### config.mk
export PLATFORM = sky130hd
export DESIGN_NAME = fieh_core
export DESIGN_NICKNAME = d
export VERILOG_FILES = /design/src/core/fieh_pkg.sv /design/src/core/fieh_ind_if.sv /design/src/core/fieh_timeout.sv /design/src/core/fieh_buf2.sv /design/src/core/fieh_core.sv
export VERILOG_INCLUDE_DIRS = /design/src /design/src/core
export SDC_FILE = /design/constraint.sdc
export NUM_CORES = 1
export LEC_CHECK = 0
export BUFFER_PORTS_ARGS = -buffer_cell sky130_fd_sc_hd__buf_2
export CORE_ASPECT_RATIO = 1.75
export CORE_MARGIN = 3
export CORE_UTILIZATION = 50
export DETAILED_ROUTE_END_ITERATION = 12
export HOLD_SLACK_MARGIN = 0.06
export PLACE_DENSITY = 0.81
export SYNTH_ARGS = -nofsm -noshare
export SYNTH_HDL_FRONTEND = slang
export SYNTH_HIERARCHICAL = 1
export SYNTH_SLANG_ARGS = --single-unit
### constraint.sdc
create_clock -name clk -period 5.17 [get_ports clk]
set_input_delay 0.517 -clock clk [delete_from_list [all_inputs] [get_ports clk]]
set_output_delay 0.517 -clock clk [all_outputs]
set_load 0.02 [all_outputs]
### src/core/fieh_regs.svh
// constants for the frame interface error handler
`ifndef FIEH_REGS_SVH
`define FIEH_REGS_SVH
`define FIEH_NUM_RINGS     6
`define FIEH_RING_W        3
`define FIEH_RING_RX4      3'h4
`define FIEH_RING_RX5      3'h5
`define FIEH_TIMEOUT_NS    2000
`define FIEH_CLK_MHZ       25
`define FIEH_TIMEOUT_CYC   ((`FIEH_TIMEOUT_NS * `FIEH_CLK_MHZ) / 1000)
`define FIEH_PER_NONE      3'h0
`define FIEH_PER_PARITY    3'h2
`define FIEH_PER_PAR_ABORT 3'h6
`define FIEH_PER_PAR_OTHER 3'h7
`define FIEH_IER_RXTO      0
`define FIEH_IER_TXTO      1
`define FIEH_IER_TPE       2
`define FIEH_IER_MHE       3
`define FIEH_IER_MOV       4
`define FIEH_IER_PA        5
`define FIEH_IER_PB        6
`define FIEH_IER_W         7
`define FIEH_IND_W         6
`endif

### src/core/fieh_pkg.sv
// types shared by the error handler modules
package fieh_pkg;
    typedef enum logic [1:0] {
        FIEH_RING_STOPPED = 2'b00,
        FIEH_RING_READY   = 2'b01,
        FIEH_RING_EMPTY   = 2'b10
    } fieh_ring_state_e;

    typedef enum logic [1:0] {
        FIEH_TX_IDLE  = 2'b00,
        FIEH_TX_LOAD  = 2'b01,
        FIEH_TX_SEND  = 2'b10,
        FIEH_TX_ERROR = 2'b11
    } fieh_tx_state_e;

    // transmit indication: aborted, underrun, parity, port error code
    typedef struct packed {
        logic       aborted_flag;
        logic       underrun_flag;
        logic       parity_abort_flag;
        logic [2:0] port_error_code;
    } fieh_tx_ind_s;
endpackage

### src/core/fieh_ind_if.sv
// indication stream between the error handler and its output buffer
`timescale 1ns/1ps
interface fieh_ind_if #(parameter int WIDTH = 6);
    logic             valid;
    logic             ready;
    logic [WIDTH-1:0] data;
    modport src (output valid, output data, input ready);
    modport dst (input valid, input data, output ready);
endinterface

### src/core/fieh_timeout.sv
// response watchdog for the main controller
`timescale 1ns/1ps
`include "fieh_regs.svh"
module fieh_timeout #(
    parameter int LIMIT = `FIEH_TIMEOUT_CYC
) (
    // clock and reset
    input  wire logic clk,
    input  wire logic resetn,
    // watch
    input  wire logic waiting,
    output logic      expired
);
    if (LIMIT < 1)
    begin
        $error("timeout limit must be at least one cycle");
    end

    logic [31:0] count_r;

    always_ff @(posedge clk or negedge resetn)
    begin
        if (!resetn)
            count_r <= 32'h0;
        else if (!waiting)
            count_r <= 32'h0;
        else if (count_r != 32'(LIMIT))
            count_r <= count_r + 32'h1;
    end

    // one pulse when the limit is reached, not repeated while waiting
    always_ff @(posedge clk or negedge resetn)
    begin
        if (!resetn)
            expired <= 1'b0;
        else
            expired <= waiting && (count_r == 32'(LIMIT - 1));
    end
endmodule

### src/core/fieh_buf2.sv
// two-entry skid buffer for indication words
`timescale 1ns/1ps
module fieh_buf2 #(
    parameter int WIDTH = 6,
    parameter int DEPTH = 2
) (
    // clock and reset
    input  wire logic clk,
    input  wire logic resetn,
    // ports
    fieh_ind_if.dst   in_if,
    fieh_ind_if.src   out_if
);
    if (DEPTH != 2 || WIDTH < 1)
    begin
        $error("buffer supports only depth two");
    end

    logic [WIDTH-1:0] mem_r [DEPTH];
    logic             wp_r;
    logic             rp_r;
    logic [1:0]       cnt_r;

    wire push = in_if.valid && in_if.ready;
    wire pop  = out_if.valid && out_if.ready;

    assign in_if.ready  = (cnt_r != 2'h2);
    assign out_if.valid = (cnt_r != 2'h0);
    assign out_if.data  = mem_r[rp_r];

    always_ff @(posedge clk or negedge resetn)
    begin
        if (!resetn)
        begin
            wp_r  <= 1'b0;
            rp_r  <= 1'b0;
            cnt_r <= 2'h0;
        end
        else
        begin
            if (push)
                wp_r <= ~wp_r;
            if (pop)
                rp_r <= ~rp_r;
            if (push && !pop)
                cnt_r <= cnt_r + 2'h1;
            else if (pop && !push)
                cnt_r <= cnt_r - 2'h1;
        end
    end

    always_ff @(posedge clk)
    begin
        if (push)
            mem_r[wp_r] <= in_if.data;
    end
endmodule

### src/core/fieh_core.sv
// error detection and reporting core of the frame interface
`timescale 1ns/1ps
`include "fieh_regs.svh"
module fieh_core #(
    parameter int NUM_RINGS   = `FIEH_NUM_RINGS,
    parameter int TIMEOUT_CYC = `FIEH_TIMEOUT_CYC
) (
    // clock and reset
    input  wire logic                 clk,
    input  wire logic                 resetn,
    // main controller watch
    input  wire logic                 rx_wait_controller,
    input  wire logic                 tx_wait_controller,
    // mac side events
    input  wire logic                 tx_internal_parity_err,
    input  wire logic                 mac_handshake_err,
    input  wire logic                 memory_overrun,
    input  wire logic                 rx_port_parity_a,
    input  wire logic                 rx_port_parity_b,
    input  wire logic                 frame_start,
    // transmit frame events
    input  wire logic                 tx_load_start,
    input  wire logic                 tx_send_start,
    input  wire logic                 tx_frame_done,
    input  wire logic                 tx_port_parity_err,
    input  wire logic                 tx_underrun,
    input  wire logic                 transmit_abort_signal,
    input  wire logic                 tx_frame_from_command,
    // descriptor fetch events
    input  wire logic                 desc_valid,
    input  wire logic [2:0]           desc_ring,
    input  wire logic                 desc_parity_err,
    input  wire logic                 desc_port_op_err,
    input  wire logic                 desc_first_last_err,
    input  wire logic [NUM_RINGS-1:0] ring_parity_enable,
    // host side controls
    input  wire logic                 host_parity_enable,
    input  wire logic                 host_write,
    input  wire logic                 host_write_parity_err,
    input  wire logic                 host_clear_ring_error,
    input  wire logic                 host_clear_not_ready,
    input  wire logic                 host_clear_internal_op,
    input  wire logic                 host_clear_host_error,
    input  wire logic                 host_clear_ier,
    input  wire logic [NUM_RINGS-1:0] ring_ready_access,
    input  wire logic [NUM_RINGS-1:0] ring_redefine,
    input  wire logic [NUM_RINGS-1:0] ring_stop,
    input  wire logic                 cmd_write,
    input  wire logic                 cmd_ext_write,
    input  wire logic                 cmd_ext_parity_err,
    input  wire logic                 enable_set_rx4,
    input  wire logic                 enable_set_rx5,
    input  wire logic                 enable_set_tx,
    // receive indication causes
    input  wire logic                 rx_bad_frame_all_mode,
    input  wire logic                 rx_fragment_over_wm,
    // indication stream out
    input  wire logic                 ind_ready,
    output logic                      ind_valid,
    output logic [`FIEH_IND_W-1:0]    ind_data,
    output logic                      rx_err_ind,
    // fetch control
    output logic                      desc_accept,
    output logic                      desc_ptr_hold,
    output logic                      tx_load_stop,
    output logic                      tx_load_ready,
    output logic                      cmd_execute,
    // mac control
    output logic                      receive_abort_signal,
    output logic                      tx_frame_abort,
    output logic                      ring_four_receive_enable,
    output logic                      ring_five_receive_enable,
    output logic                      transmit_enable_bit,
    // status
    output logic [`FIEH_IER_W-1:0]    internal_error_register,
    output logic                      internal_operation_flag,
    output logic                      ring_error_flag,
    output logic                      ring_not_ready_flag,
    output logic                      host_write_parity_flag,
    output logic [NUM_RINGS-1:0]      ring_parity_flag,
    output logic [NUM_RINGS-1:0]      ring_operation_error_flag,
    output logic [2*NUM_RINGS-1:0]    ring_state_register
);
    if (NUM_RINGS < 6 || NUM_RINGS > 8)
    begin
        $error("ring count must be 6 to 8");
    end

    function automatic logic [NUM_RINGS-1:0] ring_bit(input logic [2:0] r);
        ring_bit = '0;
        ring_bit[r] = 1'b1;
    endfunction

    logic rx_to;
    logic tx_to;

    fieh_timeout #(.LIMIT(TIMEOUT_CYC)) u_rx_to (
        .clk     (clk),
        .resetn  (resetn),
        .waiting (rx_wait_controller),
        .expired (rx_to)
    );
    fieh_timeout #(.LIMIT(TIMEOUT_CYC)) u_tx_to (
        .clk     (clk),
        .resetn  (resetn),
        .waiting (tx_wait_controller),
        .expired (tx_to)
    );

    fieh_ind_if #(.WIDTH(`FIEH_IND_W)) src_if ();
    fieh_ind_if #(.WIDTH(`FIEH_IND_W)) out_if ();

    fieh_buf2 #(.WIDTH(`FIEH_IND_W), .DEPTH(2)) u_buf (
        .clk    (clk),
        .resetn (resetn),
        .in_if  (src_if),
        .out_if (out_if)
    );
    // pop only when the output word moves on
    assign out_if.ready = !ind_valid || ind_ready;

    // internal error register, set wins over host clear
    wire [`FIEH_IER_W-1:0] ier_set = {rx_port_parity_b, rx_port_parity_a,
        memory_overrun, mac_handshake_err, tx_internal_parity_err,
        tx_to, rx_to};
    always_ff @(posedge clk or negedge resetn)
    begin
        if (!resetn)
            internal_error_register <= '0;
        else if (host_clear_ier)
            internal_error_register <= ier_set;
        else
            internal_error_register <= internal_error_register | ier_set;
    end

    always_ff @(posedge clk or negedge resetn)
    begin
        if (!resetn)
            internal_operation_flag <= 1'b0;
        else if (|ier_set)
            internal_operation_flag <= 1'b1;
        else if (host_clear_internal_op)
            internal_operation_flag <= 1'b0;
    end

    // receive abort on timeout or handshake error; one-cycle pulse, not held
    always_ff @(posedge clk or negedge resetn)
    begin
        if (!resetn)
            receive_abort_signal <= 1'b0;
        else
            receive_abort_signal <= rx_to || mac_handshake_err;
    end

    always_ff @(posedge clk or negedge resetn)
    begin
        if (!resetn)
        begin
            ring_four_receive_enable <= 1'b0;
            ring_five_receive_enable <= 1'b0;
        end
        else if (rx_to)
        begin
            ring_four_receive_enable <= 1'b0;
            ring_five_receive_enable <= 1'b0;
        end
        else
        begin
            if (enable_set_rx4)
                ring_four_receive_enable <= 1'b1;
            if (enable_set_rx5)
                ring_five_receive_enable <= 1'b1;
        end
    end

    always_ff @(posedge clk or negedge resetn)
    begin
        if (!resetn)
            transmit_enable_bit <= 1'b0;
        else if (tx_to || tx_internal_parity_err)
            transmit_enable_bit <= 1'b0;
        else if (enable_set_tx)
            transmit_enable_bit <= 1'b1;
    end

    // transmit frame tracking
    fieh_pkg::fieh_tx_state_e tx_st_r;
    logic tx_marked_r;
    wire tx_fault = tx_to || tx_internal_parity_err || tx_underrun
                    || transmit_abort_signal;

    always_ff @(posedge clk or negedge resetn)
    begin
        if (!resetn)
            tx_st_r <= fieh_pkg::FIEH_TX_IDLE;
        else
            case (tx_st_r)
                fieh_pkg::FIEH_TX_IDLE:
                    if (tx_load_start)
                        tx_st_r <= fieh_pkg::FIEH_TX_LOAD;
                fieh_pkg::FIEH_TX_LOAD:
                    if (tx_port_parity_err)
                        tx_st_r <= fieh_pkg::FIEH_TX_ERROR;
                    else if (tx_send_start)
                        tx_st_r <= fieh_pkg::FIEH_TX_SEND;
                fieh_pkg::FIEH_TX_SEND:
                    if (tx_port_parity_err || tx_fault || tx_frame_done)
                        tx_st_r <= fieh_pkg::FIEH_TX_IDLE;
                fieh_pkg::FIEH_TX_ERROR:
                    if (tx_frame_done)
                        tx_st_r <= fieh_pkg::FIEH_TX_IDLE;
                default:
                    tx_st_r <= fieh_pkg::FIEH_TX_IDLE;
            endcase
    end

    always_ff @(posedge clk or negedge resetn)
    begin
        if (!resetn)
            tx_marked_r <= 1'b0;
        else if (tx_load_start)
            tx_marked_r <= 1'b0;
        else if (tx_port_parity_err && tx_st_r != fieh_pkg::FIEH_TX_IDLE)
            tx_marked_r <= 1'b1;
    end

    always_ff @(posedge clk or negedge resetn)
    begin
        if (!resetn)
        begin
            tx_load_stop  <= 1'b0;
            tx_load_ready <= 1'b1;
        end
        else
        begin
            tx_load_stop <= tx_port_parity_err
                && tx_st_r != fieh_pkg::FIEH_TX_IDLE;
            // stall the loader while the indication buffer is full
            tx_load_ready <= src_if.ready;
        end
    end

    wire sending = (tx_st_r == fieh_pkg::FIEH_TX_SEND);
    always_ff @(posedge clk or negedge resetn)
    begin
        if (!resetn)
            tx_frame_abort <= 1'b0;
        else
            tx_frame_abort <= sending && (tx_fault || tx_port_parity_err);
    end

    // transmit indication build; only the failed frame is reported bad
    fieh_pkg::fieh_tx_ind_s ind_nxt;
    logic ind_push;
    always_comb
    begin
        ind_nxt = '0;
        ind_push = 1'b0;
        if (sending && (tx_fault || tx_port_parity_err || tx_frame_done))
        begin
            ind_push = 1'b1;
            ind_nxt.aborted_flag = tx_fault || tx_port_parity_err
                                   || tx_marked_r;
            ind_nxt.underrun_flag = tx_underrun;
            ind_nxt.parity_abort_flag = tx_port_parity_err || tx_marked_r
                                        || tx_internal_parity_err;
            // external abort shows as aborted alone
            if (tx_port_parity_err || tx_marked_r)
                ind_nxt.port_error_code = tx_frame_from_command
                    ? `FIEH_PER_PAR_OTHER : `FIEH_PER_PAR_ABORT;
        end
        else if (tx_st_r == fieh_pkg::FIEH_TX_ERROR && tx_frame_done)
        begin
            ind_push = 1'b1;
            ind_nxt.aborted_flag = 1'b1;
            ind_nxt.parity_abort_flag = 1'b1;
            ind_nxt.port_error_code = `FIEH_PER_PARITY;
        end
    end

    logic ind_v_r;
    logic [`FIEH_IND_W-1:0] ind_d_r;
    always_ff @(posedge clk or negedge resetn)
    begin
        if (!resetn)
        begin
            ind_v_r <= 1'b0;
            ind_d_r <= '0;
        end
        else if (ind_push)
        begin
            ind_v_r <= 1'b1;
            ind_d_r <= ind_nxt;
        end
        else if (src_if.ready)
            ind_v_r <= 1'b0;
    end
    assign src_if.valid = ind_v_r;
    assign src_if.data  = ind_d_r;

    always_ff @(posedge clk or negedge resetn)
    begin
        if (!resetn)
        begin
            ind_valid <= 1'b0;
            ind_data  <= '0;
        end
        else if (!ind_valid || ind_ready)
        begin
            ind_valid <= out_if.valid;
            ind_data  <= out_if.data;
        end
    end

    always_ff @(posedge clk or negedge resetn)
    begin
        if (!resetn)
            rx_err_ind <= 1'b0;
        else
            rx_err_ind <= rx_bad_frame_all_mode || rx_to
                || mac_handshake_err || rx_fragment_over_wm;
    end

    // descriptor fetch errors
    wire desc_par = desc_valid && desc_parity_err
                    && ring_parity_enable[desc_ring];
    wire desc_op  = desc_valid && (desc_port_op_err || desc_first_last_err);
    wire desc_bad = desc_par || desc_op;
    wire [NUM_RINGS-1:0] hit  = ring_bit(desc_ring);
    wire [NUM_RINGS-1:0] clr  = ring_ready_access | ring_redefine;

    always_ff @(posedge clk or negedge resetn)
    begin
        if (!resetn)
        begin
            desc_accept   <= 1'b0;
            desc_ptr_hold <= 1'b0;
        end
        else
        begin
            desc_accept   <= desc_valid && !desc_bad;
            desc_ptr_hold <= desc_bad;
        end
    end

    always_ff @(posedge clk or negedge resetn)
    begin
        if (!resetn)
        begin
            ring_parity_flag <= '0;
            ring_operation_error_flag <= '0;
        end
        else
        begin
            ring_parity_flag <= (ring_parity_flag & ~clr)
                | (desc_par ? hit : '0);
            ring_operation_error_flag <= (ring_operation_error_flag & ~clr)
                | (desc_op ? hit : '0);
        end
    end

    // ring states; host stops before redefining
    genvar g;
    generate
        for (g = 0; g < NUM_RINGS; g++)
        begin : g_ring
            fieh_pkg::fieh_ring_state_e st_r;
            always_ff @(posedge clk or negedge resetn)
            begin
                if (!resetn)
                    st_r <= fieh_pkg::FIEH_RING_STOPPED;
                else if (desc_bad && hit[g])
                    st_r <= fieh_pkg::FIEH_RING_EMPTY;
                else if (ring_stop[g])
                    st_r <= fieh_pkg::FIEH_RING_STOPPED;
                else if (ring_ready_access[g])
                    st_r <= fieh_pkg::FIEH_RING_READY;
            end
            always_ff @(posedge clk or negedge resetn)
            begin
                if (!resetn)
                    ring_state_register[2*g +: 2] <= 2'h0;
                else
                    ring_state_register[2*g +: 2] <= st_r;
            end
        end
    endgenerate

    always_ff @(posedge clk or negedge resetn)
    begin
        if (!resetn)
        begin
            ring_error_flag     <= 1'b0;
            ring_not_ready_flag <= 1'b0;
        end
        else
        begin
            if (desc_bad)
                ring_error_flag <= 1'b1;
            else if (host_clear_ring_error)
                ring_error_flag <= 1'b0;
            if (desc_bad)
                ring_not_ready_flag <= 1'b1;
            else if (host_clear_not_ready)
                ring_not_ready_flag <= 1'b0;
        end
    end

    // host write parity
    wire host_bad = host_parity_enable && host_write_parity_err;
    always_ff @(posedge clk or negedge resetn)
    begin
        if (!resetn)
            host_write_parity_flag <= 1'b0;
        else if (host_write && host_bad)
            host_write_parity_flag <= 1'b1;
        else if (host_clear_host_error && host_write)
            host_write_parity_flag <= 1'b0;
    end

    // command held until its extension write decides its fate
    logic cmd_pend_r;
    always_ff @(posedge clk or negedge resetn)
    begin
        if (!resetn)
            cmd_pend_r <= 1'b0;
        else if (cmd_write && !host_bad)
            cmd_pend_r <= 1'b1;
        else if (cmd_ext_write)
            cmd_pend_r <= 1'b0;
    end

    always_ff @(posedge clk or negedge resetn)
    begin
        if (!resetn)
            cmd_execute <= 1'b0;
        else
            cmd_execute <= cmd_pend_r && cmd_ext_write
                && !(cmd_ext_parity_err && host_parity_enable);
    end
endmodule

==> metrics.md, run 1 <==
| Metric | Value |
|---|---|
| Clk buf depth | `2` |
| Worst setup EP type | `flop` |
| DR pass1 iterations | `5` |
| Post-layout instance area | `8380 um^2` |
| Vias/cell | `5.80` |
| CP peak stage delay | `0.52 ns` |
| Setup violations, final | `0` |
| RD Place Congestion | `0.832` |
| Placed instance count | `936` |
| # rows | `56` |
| Ys flop type | `dfrtp_1` |
| Crit-path slowest cell | `or3_4` |
| DRT antenna net count | `0` |
| Yosys Warn Count | `6` |
| Critical-path cell list | `ha_1, nand4_2, or3_4, or4_1, a21oi_1` |
| Post-layout nets | `853` |
| Detailed-route DRC error count | `0` |
| Leakage | `3.73 nW` |
| Met2 wire length | `8910 um` |
| Post-CTS setup buffers | `0` |
| Highest metal layer with signal wires | `met4` |
| Mapped Area | `7080 um^2` |
| CTS Hold Bufs | `0` |
| Synth cell types | `60` |
| Relative max-transition margin | `25.2%` |
| Io pins | `118` |
| Clock slew at reported path FFs | `0.07 ns` |
| WS Path Type | `flop to flop` |
| Final WL | `15,500 um` |
| CTS tree | `built` |
| WHS | `0.184 ns` |
| Startpoint types | `flop` |
| Num CTS Buffers | `17` |
| Hold Vio Cnt, Final | `0` |
| Vias in the first global route | `5,844` |
| Finished Layout Cells | `968` |
| Detailed placement HPWL | `11,000 um` |
| Met3 wire length | `622 um` |
| Total negative slack | `0 ns` |
| Max cap viols | `0` |
| Die width | `95.9 um` |
| Routed met1 length | `5700 um` |
| CTS HTree Levels | `4` |
| Fmax achieved | `0.438 GHz` |
| First-pass GRT wire length | `26,500 um` |
| Number of synthesized flops with an enable pin | `12` |
| Period utilisation layout | `44.1%` |
| Area growth, synth to finish | `18.4%` |
| Starting density of the core | `51.8%` |
| RSZ-0062 raised after global routing | `no` |
| Worst EP required | `5.48 ns` |
| Crit path DAT | `2.59 ns` |
| Clock latency on the worst-skew pair | `0.42 ns` |
| Net Count, Synth | `736` |
| Fin. max-slew vios | `0` |
| Root Buffer | `clkbuf_16` |
| Global route overflow | `0` |
| Port bufs | `116` |
| Drt initial violations | `317` |
| Area after DPL | `7790 um^2` |
| Mapped Avg Cell Area | `10.7 um^2` |
| WL/cell | `16.1 um` |
| CP max FO | `11` |
| Cells after Synth | `664` |
| Total track usage | `21.3%` |
| Diodes inserted | `0` |
| Die height | `163 um` |
| # clock sinks | `158` |
| Cell area power density | `382 nW/um^2` |
| Area of the core | `13,700 um^2` |
| Die Footprint | `15,700 um^2` |
| Worst vdd ir | `0.266 mV` |
| Flops & latches, synth | `158` |
| HP Class | `input port to async pin` |
| Post-route core utilization | `61.4%` |
| Initial antenna violation count | `0` |
| Clock Skews | `0.00979 ns` |
| Post-CTS Resized | `0` |
| Status | `finished clean` |
| Seq/Total Area, Yosys | `56.7%` |
| Vias | `5,611` |
| Largest net degree at the start of global routing | `104` |
| Share of layout cells above drive strength 1 | `22.8%` |
| FFs w/ async S/R, synth | `92.4%` |
| Worst Tran Pin Value | `1.11 ns` |
| Final min period | `2.28 ns` |
-- layout by cell type (no fill, tap or decap), types with 3 or more instances in the layout --
| master | n |
|---|---|
| nor2_1 | 58 |
| mux2i_1 | 10 |
| a21o_1 | 9 |
| and2_1 | 3 |
| inv_6 | 4 |
| and4_1 | 4 |
| nand3_1 | 19 |
| xnor2_1 | 15 |
| nor4_1 | 26 |
| nand4_1 | 20 |
| ha_1 | 7 |
| or3_1 | 18 |
| a311oi_1 | 3 |
| inv_1 | 22 |
| clkinv_8 | 4 |
| edfxtp_1 | 12 |
| o31ai_1 | 16 |
| o31a_1 | 4 |
| buf_2 | 115 |
| o21a_1 | 6 |
| nand2_1 | 60 |
| nand2b_1 | 16 |
| a21oi_1 | 34 |
| or4_1 | 17 |
| clkbuf_16 | 17 |
| mux2_2 | 13 |
| inv_8 | 4 |
| nor3_1 | 15 |
| xor2_1 | 6 |
| o21ai_0 | 38 |
| nor2b_1 | 3 |
| and3_1 | 7 |
| dfrtp_1 | 145 |
-- per-layer routing --
metal  vias to the layer above  GRT usage, %
li1                       2653             -
met1                      2769          22.5
met2                       162          40.0
met3                        27          4.33
met4                         0          8.16
met5                         -             0
-- state kept, by name, indices dropped and copies added, names as in the netlist, 2 cells and up --
register and flops:
ind_d_r 6, u_buf/mem_r 12, u_rx_to/count_r 32, u_buf/cnt_r 2, g_ring.st_r 12, u_tx_to/count_r 32
ring_parity_flag 6, ring_state_register 12, ring_operation_error_flag 6, tx_st_r 2, internal_error_register 7, ind_data 6
-- report_power, final --
group	switching, mW	internal [mW]
registers	0.0914	1.40
clock network	0.576	0.650
logic	0.272	0.207
total	0.940	2.26
-- final cells by class --
cell class	count	area, um^2
clock buffers	17	425
clock inverters	15	168
fillers	1197	5280
inverters	25	93.8
multi-input cells	462	2870
flip-flops and latches	158	4020
well taps	174	218
repair buffers	117	594
-- stage by stage --
step / power [mW] / setup WS [ns]
CTS: 3.24 / 2.90
detailed placement: 2.00 / 2.83
finish: 3.20 / 2.89
global placement: 1.97 / 2.89
global route: 3.35 / 2.62
floorplan: 1.83 / 3.12
-- final timing paths --
kind	startpoint	endpoint	slack, ns	cells after the start
max in group asynchronous	resetn	cmd_pend_r	3.91	2
min	resetn	u_rx_to/count_r[27]	0.18	1
max	u_tx_to/count_r[0]	u_tx_to/count_r[24]	2.89	5
min reg2reg	g_ring[4].st_r[1]	ring_state_register[9]	0.38	0
max reg2reg	u_tx_to/count_r[0]	u_tx_to/count_r[24]	2.89	5
min in group clk	ring_stop[3]	g_ring[3].st_r[0]	0.26	2
-- Yosys cell counts, types with 3 or more instances --
cell type	number	area, um^2
and3_1	7	43.8
xnor2_1	15	131
mux2_2	13	146
nor2b_1	3	18.8
a311oi_1	3	26.3
o31ai_1	16	120
and4_1	4	35.0
nand2_1	60	225
or3_1	18	113
nor4_1	26	163
a21o_1	9	67.6
nand4_1	20	125
and2_1	3	18.8
nor2_1	58	218
nand2b_1	16	100
xor2_1	6	52.6
o21ai_0	38	190
clkbuf_1	8	30.0
dfrtp_1	145	3630
ha_1	7	87.6
nand3_1	19	95.1
a21oi_1	34	170
or4_1	17	128
o21a_1	6	45.0
edfxtp_1	12	360
o31a_1	4	35.0
buf_6	3	33.8
inv_1	22	82.6
mux2i_1	10	100
nor3_1	15	75.1
buf_2	4	20.0
-- cell families after synthesis --
| logic type | Yosys count | synth area share, % |
|---|---|---|
| AO/OA/AOI/OAI | 124 | 11.0 |
| XOR/XNOR | 21 | 2.60 |
| adder cells (fa/ha/maj) | 7 | 1.24 |
| buffers and inverters | 44 | 2.76 |
| flip-flops | 158 | 56.7 |
| multiplexers | 25 | 3.85 |
| AND/OR/NAND/NOR | 285 | 21.9 |
-- worst max-delay path: cells and delay by family, from the launching register on --
family	cells	cell delay, ns
flops	1	0.46
fa+ha+maj	1	0.27
simple gates	3	1.25
compound gates	1	0.19
(Power assumes the default switching activity.)
==> inputs of run 2 (changes only) <==
--- a/config.mk
+++ b/config.mk
@@ -12,7 +12,7 @@
 export CORE_UTILIZATION = 50
 export DETAILED_ROUTE_END_ITERATION = 12
 export HOLD_SLACK_MARGIN = 0.06
-export PLACE_DENSITY = 0.81
+export PLACE_DENSITY = 0.84
 export SYNTH_ARGS = -nofsm -noshare
 export SYNTH_HDL_FRONTEND = slang
 export SYNTH_HIERARCHICAL = 1
==> constraint.sdc (replaced) <==
create_clock -name clk -period 1.9 [get_ports clk]
set_input_delay 0.19 -clock clk [delete_from_list [all_inputs] [get_ports clk]]
set_output_delay 0.19 -clock clk [all_outputs]
set_load 0.02 [all_outputs]
==> run 2 against run 1 <==
The flow now finishes with violations (negative setup slack). Utilization up 7.6 points. Die area unchanged. Global-route usage rose by 2.1 points. Sequential cell count unchanged. Worst hold slack lost 0.10 ns. Final area rose by 12%. Count of clock-buffer cells in the layout is the same. Register-to-register slack got worse by 2.9 ns. Combinational power grew to 3.1 times the previous value. Power grew to 2.8 times the previous value. Sequential share of layout area decreased by 5.2 points. Non-clock buffer count increased by 98.
==> metrics.md, run 2 (synthesis gave the netlist of run 1 again) <==
| Metric | Value |
|---|---|
| Area after DPL | `8200 um^2` |
| Vias in the first global route | `6,202` |
| Startpoint types | `flop` |
| Largest registers | `u_rx_to/count_r x32, u_tx_to/count_r x32` |
| Worst vdd ir | `0.664 mV` |
| Hold Vio Cnt, Final | `0` |
| HP Class | `input port to flop` |
| Clock slew at reported path FFs | `0.07 ns` |
| WL/cell | `16.9 um` |
| RSZ-0062 raised after global routing | `yes` |
| DRT antenna net count | `0` |
| Global route overflow | `0` |
| Drt initial violations | `448` |
| Num CTS Buffers | `17` |
| Final WL | `18,100 um` |
| CP max FO | `6` |
| Starting density of the core | `51.8%` |
| Most common cell after layout, fill and taps aside | `dfrtp_1` |
| Post-layout instance area | `9420 um^2` |
| Crit-path slowest cell | `nor4_1` |
| # fillers | `943` |
| Critical path startpoint | `u_rx_to/count_r[28]` |
| Clock Skews | `0.00882 ns` |
| Max cap viols | `0` |
| RD Place Congestion | `0.884` |
| Initial antenna violation count | `0` |
| Total track usage | `23.4%` |
| Commonest non-fill, non-tap cells in the layout | `dfrtp_1 (141), buf_2 (116), nand2_1 (58), nor2_1 (58), buf_4 (53)` |
| Crit path DAT | `2.20 ns` |
| Clk buf depth | `2` |
| Diodes inserted | `0` |
| Vias | `6,182` |
| Fmax achieved | `0.523 GHz` |
| Clock latency on the worst-skew pair | `0.42 ns` |
| Worst setup EP type | `flop` |
| Port bufs | `116` |
| First-pass GRT wire length | `28,700 um` |
| Worst Tran Pin Value | `0.640 ns` |
| Relative max-transition margin | `57.3%` |
| Reg2Reg Launch Point | `u_rx_to/count_r[28]` |
| # rows | `56` |
| Tot Pwr | `8.92 mW` |
| Post-route core utilization | `69.0%` |
| Fin. max-slew vios | `0` |
| Io pins | `118` |
| Finished Layout Cells | `1,067` |
| DR pass1 iterations | `10` |
| Status | `finished with violations` |
| Die height | `163 um` |
| Vias/cell | `5.79` |
| Die width | `95.9 um` |
| Die Footprint | `15,700 um^2` |
| Root Buffer | `clkbuf_16` |
| Area growth, synth to finish | `33.1%` |
| Final min period | `1.91 ns` |
| Setup violations, final | `1` |
| WS Path Type | `flop to flop` |
| CTS tree | `built` |
| CP peak stage delay | `0.50 ns` |
| Cell area power density | `947 nW/um^2` |
| CTS HTree Levels | `4` |
| Total negative slack | `-0.0127 ns` |
| Worst EP required | `2.19 ns` |
| Share of layout cells above drive strength 1 | `30.5%` |
| Critical-path cell list | `nor4_1, nand4_1, buf_4, o311ai_0, a21oi_1` |
| Placed instance count | `981` |
| Post-layout nets | `952` |
| Detailed-route DRC error count | `0` |
| Leakage | `4.20 nW` |
| Final WS setup | `-0.0127 ns` |
| Largest net degree at the start of global routing | `66` |
| Failing checks | `negative setup slack` |
| Period utilisation layout | `101%` |
| Critical hold path startpoint | `ring_ready_access[4]` |
| # clock sinks | `158` |
| Area of the core | `13,700 um^2` |
| Detailed placement HPWL | `12,100 um` |
==> run 2: critical path, delay by kind of cell (launching register included) <==
family | cells | cell delay [ns]
AO/OA/AOI/OAI | 2 | 0.48
AND/OR/NAND/NOR | 2 | 0.66
buffers and inverters | 1 | 0.19
flip-flops | 1 | 0.44
==> run 2: final timing paths <==
kind / end / slack, ns / cells past startpoint
worst max-delay path: u_rx_to/count_r[2] / -0.01 / 5
worst min-delay path: g_ring[4].st_r[1] / 0.08 / 4
worst max register to register: u_rx_to/count_r[2] / -0.01 / 5
worst min register to register: ring_state_register[7] / 0.38 / 0
max in group asynchronous: u_tx_to/count_r[0] / 0.95 / 3
min in group asynchronous: u_rx_to/count_r[27] / 0.33 / 2
==> run 2: metal layers <==
layer,up-vias,wire length [um],global-route usage [%]
met3,65,799,4.29
met4,0,701,10.6
met1,3028,6240,24.1
met5,-,0,0
met2,239,10300,44.2
li1,2850,-,-
==> run 2: cell type report <==
class	instances	area, um^2	area share, %
tap	174	218	2.31
sequential	158	4020	42.7
clock buffer	17	425	4.51
inverter	25	93.8	0.996
clock inverter	15	170	1.81
multi-input combinational	463	3040	32.2
timing repair buffer	215	1460	15.5
==> run 2: per-stage QoR <==
step	setup slack (ns)	hold slack (ns)
2_1_floorplan	0.0300	-0.106
3_3_place_gp	0.0900	0.225
3_5_place_dp	0.00915	0.234
4_1_cts	0.00818	0.0622
5_1_grt	-0.0507	0.0995
6_report	-0.0127	0.0826
==> run 2: timing repair <==
| item | 4_1_cts | 5_1_grt |
|---|---|---|
| gates resized for setup | 0 | 33 |
| cloned | 0 | 2 |
| pin swaps | 1 | 18 |
| buffers inserted | 3 | 9 |
| hold buffers | 42 | 0 |
| endpoints found under the hold margin | 100 | 0 |
| endpoints found under the setup margin | 3 | 15 |
==> run 2: where the power goes <==
group,switching (mW),leakage (nW),total [mW],internal (mW)
Combinational,0.802,1.92,1.47,0.669
Clock,1.51,0.284,3.38,1.87
Sequential,0.251,2.00,4.07,3.82
==> inputs of run 3 (changes only) <==
--- a/config.mk
+++ b/config.mk
@@ -13,6 +13,7 @@
 export DETAILED_ROUTE_END_ITERATION = 12
 export HOLD_SLACK_MARGIN = 0.06
 export PLACE_DENSITY = 0.84
+export SKIP_LAST_GASP = 1
 export SYNTH_ARGS = -nofsm -noshare
 export SYNTH_HDL_FRONTEND = slang
 export SYNTH_HIERARCHICAL = 1
==> run 3 against run 2 <==
The run still ends with negative setup slack left. Setup slack improved by 0.0083 ns. Largest power group unchanged. Critical endpoint is now u_rx_to/count_r[25]. Wire length fell by 0.86%. Highest routed layer unchanged. Die area unchanged.
==> metrics.md, run 3 (synthesis gave the netlist of run 1 again) <==
| Metric | Value |
|---|---|
| CTS tree | `built` |
| # fillers | `946` |
| Crit path DAT | `2.25 ns` |
| Worst setup EP type | `flop` |
| Most common cell after layout, fill and taps aside | `dfrtp_1` |
| Final WS setup | `-0.00437 ns` |
| Diodes inserted | `0` |
| Area of the core | `13,700 um^2` |
| DR pass1 iterations | `5` |
| Final min period | `1.90 ns` |
| Relative max-transition margin | `57.7%` |
| Port bufs | `116` |
| Kind of cell adding the most delay to the critical path | `simple AND/OR/NAND/NOR gates` |
| Clock latency on the worst-skew pair | `0.42 ns` |
| Clock Skews | `0.00916 ns` |
| WHS | `0.0844 ns` |
| HP Class | `input port to flop` |
| Clock slew at reported path FFs | `0.07 ns` |
| Post-place setup slack | `0.00915 ns` |
| Num CTS Buffers | `17` |
| Vias in the first global route | `6,202` |
| Cell area power density | `948 nW/um^2` |
| Largest registers | `u_rx_to/count_r x32, u_tx_to/count_r x32` |
| Critical-path cell list | `nand2_2, or4_4, or4_1, a21oi_1` |
| Hold Vio Cnt, Final | `0` |
| Vias/cell | `5.76` |
| Clk buf depth | `2` |
| Commonest non-fill, non-tap cells in the layout | `dfrtp_1 (141), buf_2 (116), nand2_1 (58), nor2_1 (58), buf_4 (52)` |
| Post-layout instance area | `9410 um^2` |
| Worst vdd ir | `0.659 mV` |
| Seq. cell area | `4020 um^2` |
| Status | `finished with violations` |
| WS Path Type | `flop to flop` |
| Fmax achieved | `0.525 GHz` |
| Setup violations, final | `1` |
| Post-route core utilization | `68.8%` |
| Vias | `6,144` |
| Initial antenna violation count | `0` |
| # rows | `56` |
| Worst Tran Pin Value | `0.635 ns` |
| Die height | `163 um` |
| CP max FO | `7` |
| # clock sinks | `158` |
| Max cap viols | `0` |
| CTS HTree Levels | `4` |
| Multi-input combinational cell area | `3020 um^2` |
| Failing checks | `negative setup slack` |
| Starting density of the core | `51.8%` |
| Worst EP required | `2.24 ns` |
| CP peak stage delay | `0.59 ns` |
| Die Footprint | `15,700 um^2` |
| RSZ-0062 raised after global routing | `yes` |
| Global route overflow | `0` |
| Tot Pwr | `8.92 mW` |
| Crit-path slowest cell | `or4_4` |
| Area growth, synth to finish | `32.9%` |
| Detailed-route DRC error count | `0` |
| RD Place Congestion | `0.884` |
| WL/cell | `16.8 um` |
| Total track usage | `23.4%` |
| Die width | `95.9 um` |
| First-pass GRT wire length | `28,700 um` |
| Leakage | `4.20 nW` |
| DRT antenna net count | `0` |
| Largest net degree at the start of global routing | `66` |
| Area after DPL | `8200 um^2` |
| Root Buffer | `clkbuf_16` |
| Post-layout nets | `952` |
| Io pins | `118` |
| Period utilisation layout | `100%` |
| Share of layout cells above drive strength 1 | `30.1%` |
| Startpoint types | `flop` |
| Final WL | `17,900 um` |
| Detailed placement HPWL | `12,100 um` |
| Fin. max-slew vios | `0` |
| CP bufs+invs | `0` |
| Drt initial violations | `429` |
[run 3: worst paths after layout]
kind	slack, ns	to	start	cells after the start
worst max-delay path	-0.004	u_rx_to/count_r[25]	u_rx_to/count_r[0]	4
worst min register to register	0.38	ring_state_register[7]	g_ring[3].st_r[1]	0
worst max register to register	-0.004	u_rx_to/count_r[25]	u_rx_to/count_r[0]	4
worst min-delay path	0.08	g_ring[4].st_r[1]	ring_ready_access[4]	4
max in group asynchronous	0.96	u_tx_to/count_r[0]	resetn	3
min in group asynchronous	0.33	u_rx_to/count_r[27]	resetn	2
[run 3: area by class of cell]
cell class              instances  share of cell area [%]
clock buffers                  17                    4.52
inverters                      25                   0.998
flip-flops and latches        158                    42.7
well taps                     174                    2.31
clock inverters                15                    1.81
repair buffers                215                    15.5
multi-input cells             463                    32.1
[run 3: repair_timing]
item                                    CTS  global route
cloned                                    0             2
endpoints found under the setup margin    3            15
endpoints found under the hold margin   100             0
hold buffers                             42             0
gates resized for setup                   0            27
buffers inserted                          3             9
pin swaps                                 1            13
[run 3: metrics by stage]
| stage | setup TNS, ns | instances |
|---|---|---|
| floorplan | 0 | 664 |
| global placement | 0 | 981 |
| detailed placement | 0 | 981 |
| CTS | 0 | 1058 |
| global route | -0.491 | 1067 |
| finish | -0.00437 | 1067 |
[run 3: report_power, final]
part | total (mW) | internal, mW | switching, mW | leakage, nW
sequential | 4.07 | 3.82 | 0.249 | 2.00
combinational | 1.47 | 0.669 | 0.800 | 1.91
clock | 3.38 | 1.87 | 1.50 | 0.284
total | 8.92 | 6.36 | 2.55 | 4.20
[run 3: worst reg2reg max path, cell delays in order (launching register included)]
cell and delay, ns:
dfrtp_2 0.44, nand2_2 0.11, or4_4 0.59, or4_1 0.52, a21oi_1 0.16
[run 3: per-layer routing]
metal,GRT usage (%),up-vias,share of wire (%)
li1,-,2848,-
met1,24.1,3014,35
met2,44.2,217,57
met3,4.29,65,4.0
met4,10.6,0,3.9
met5,0,-,0
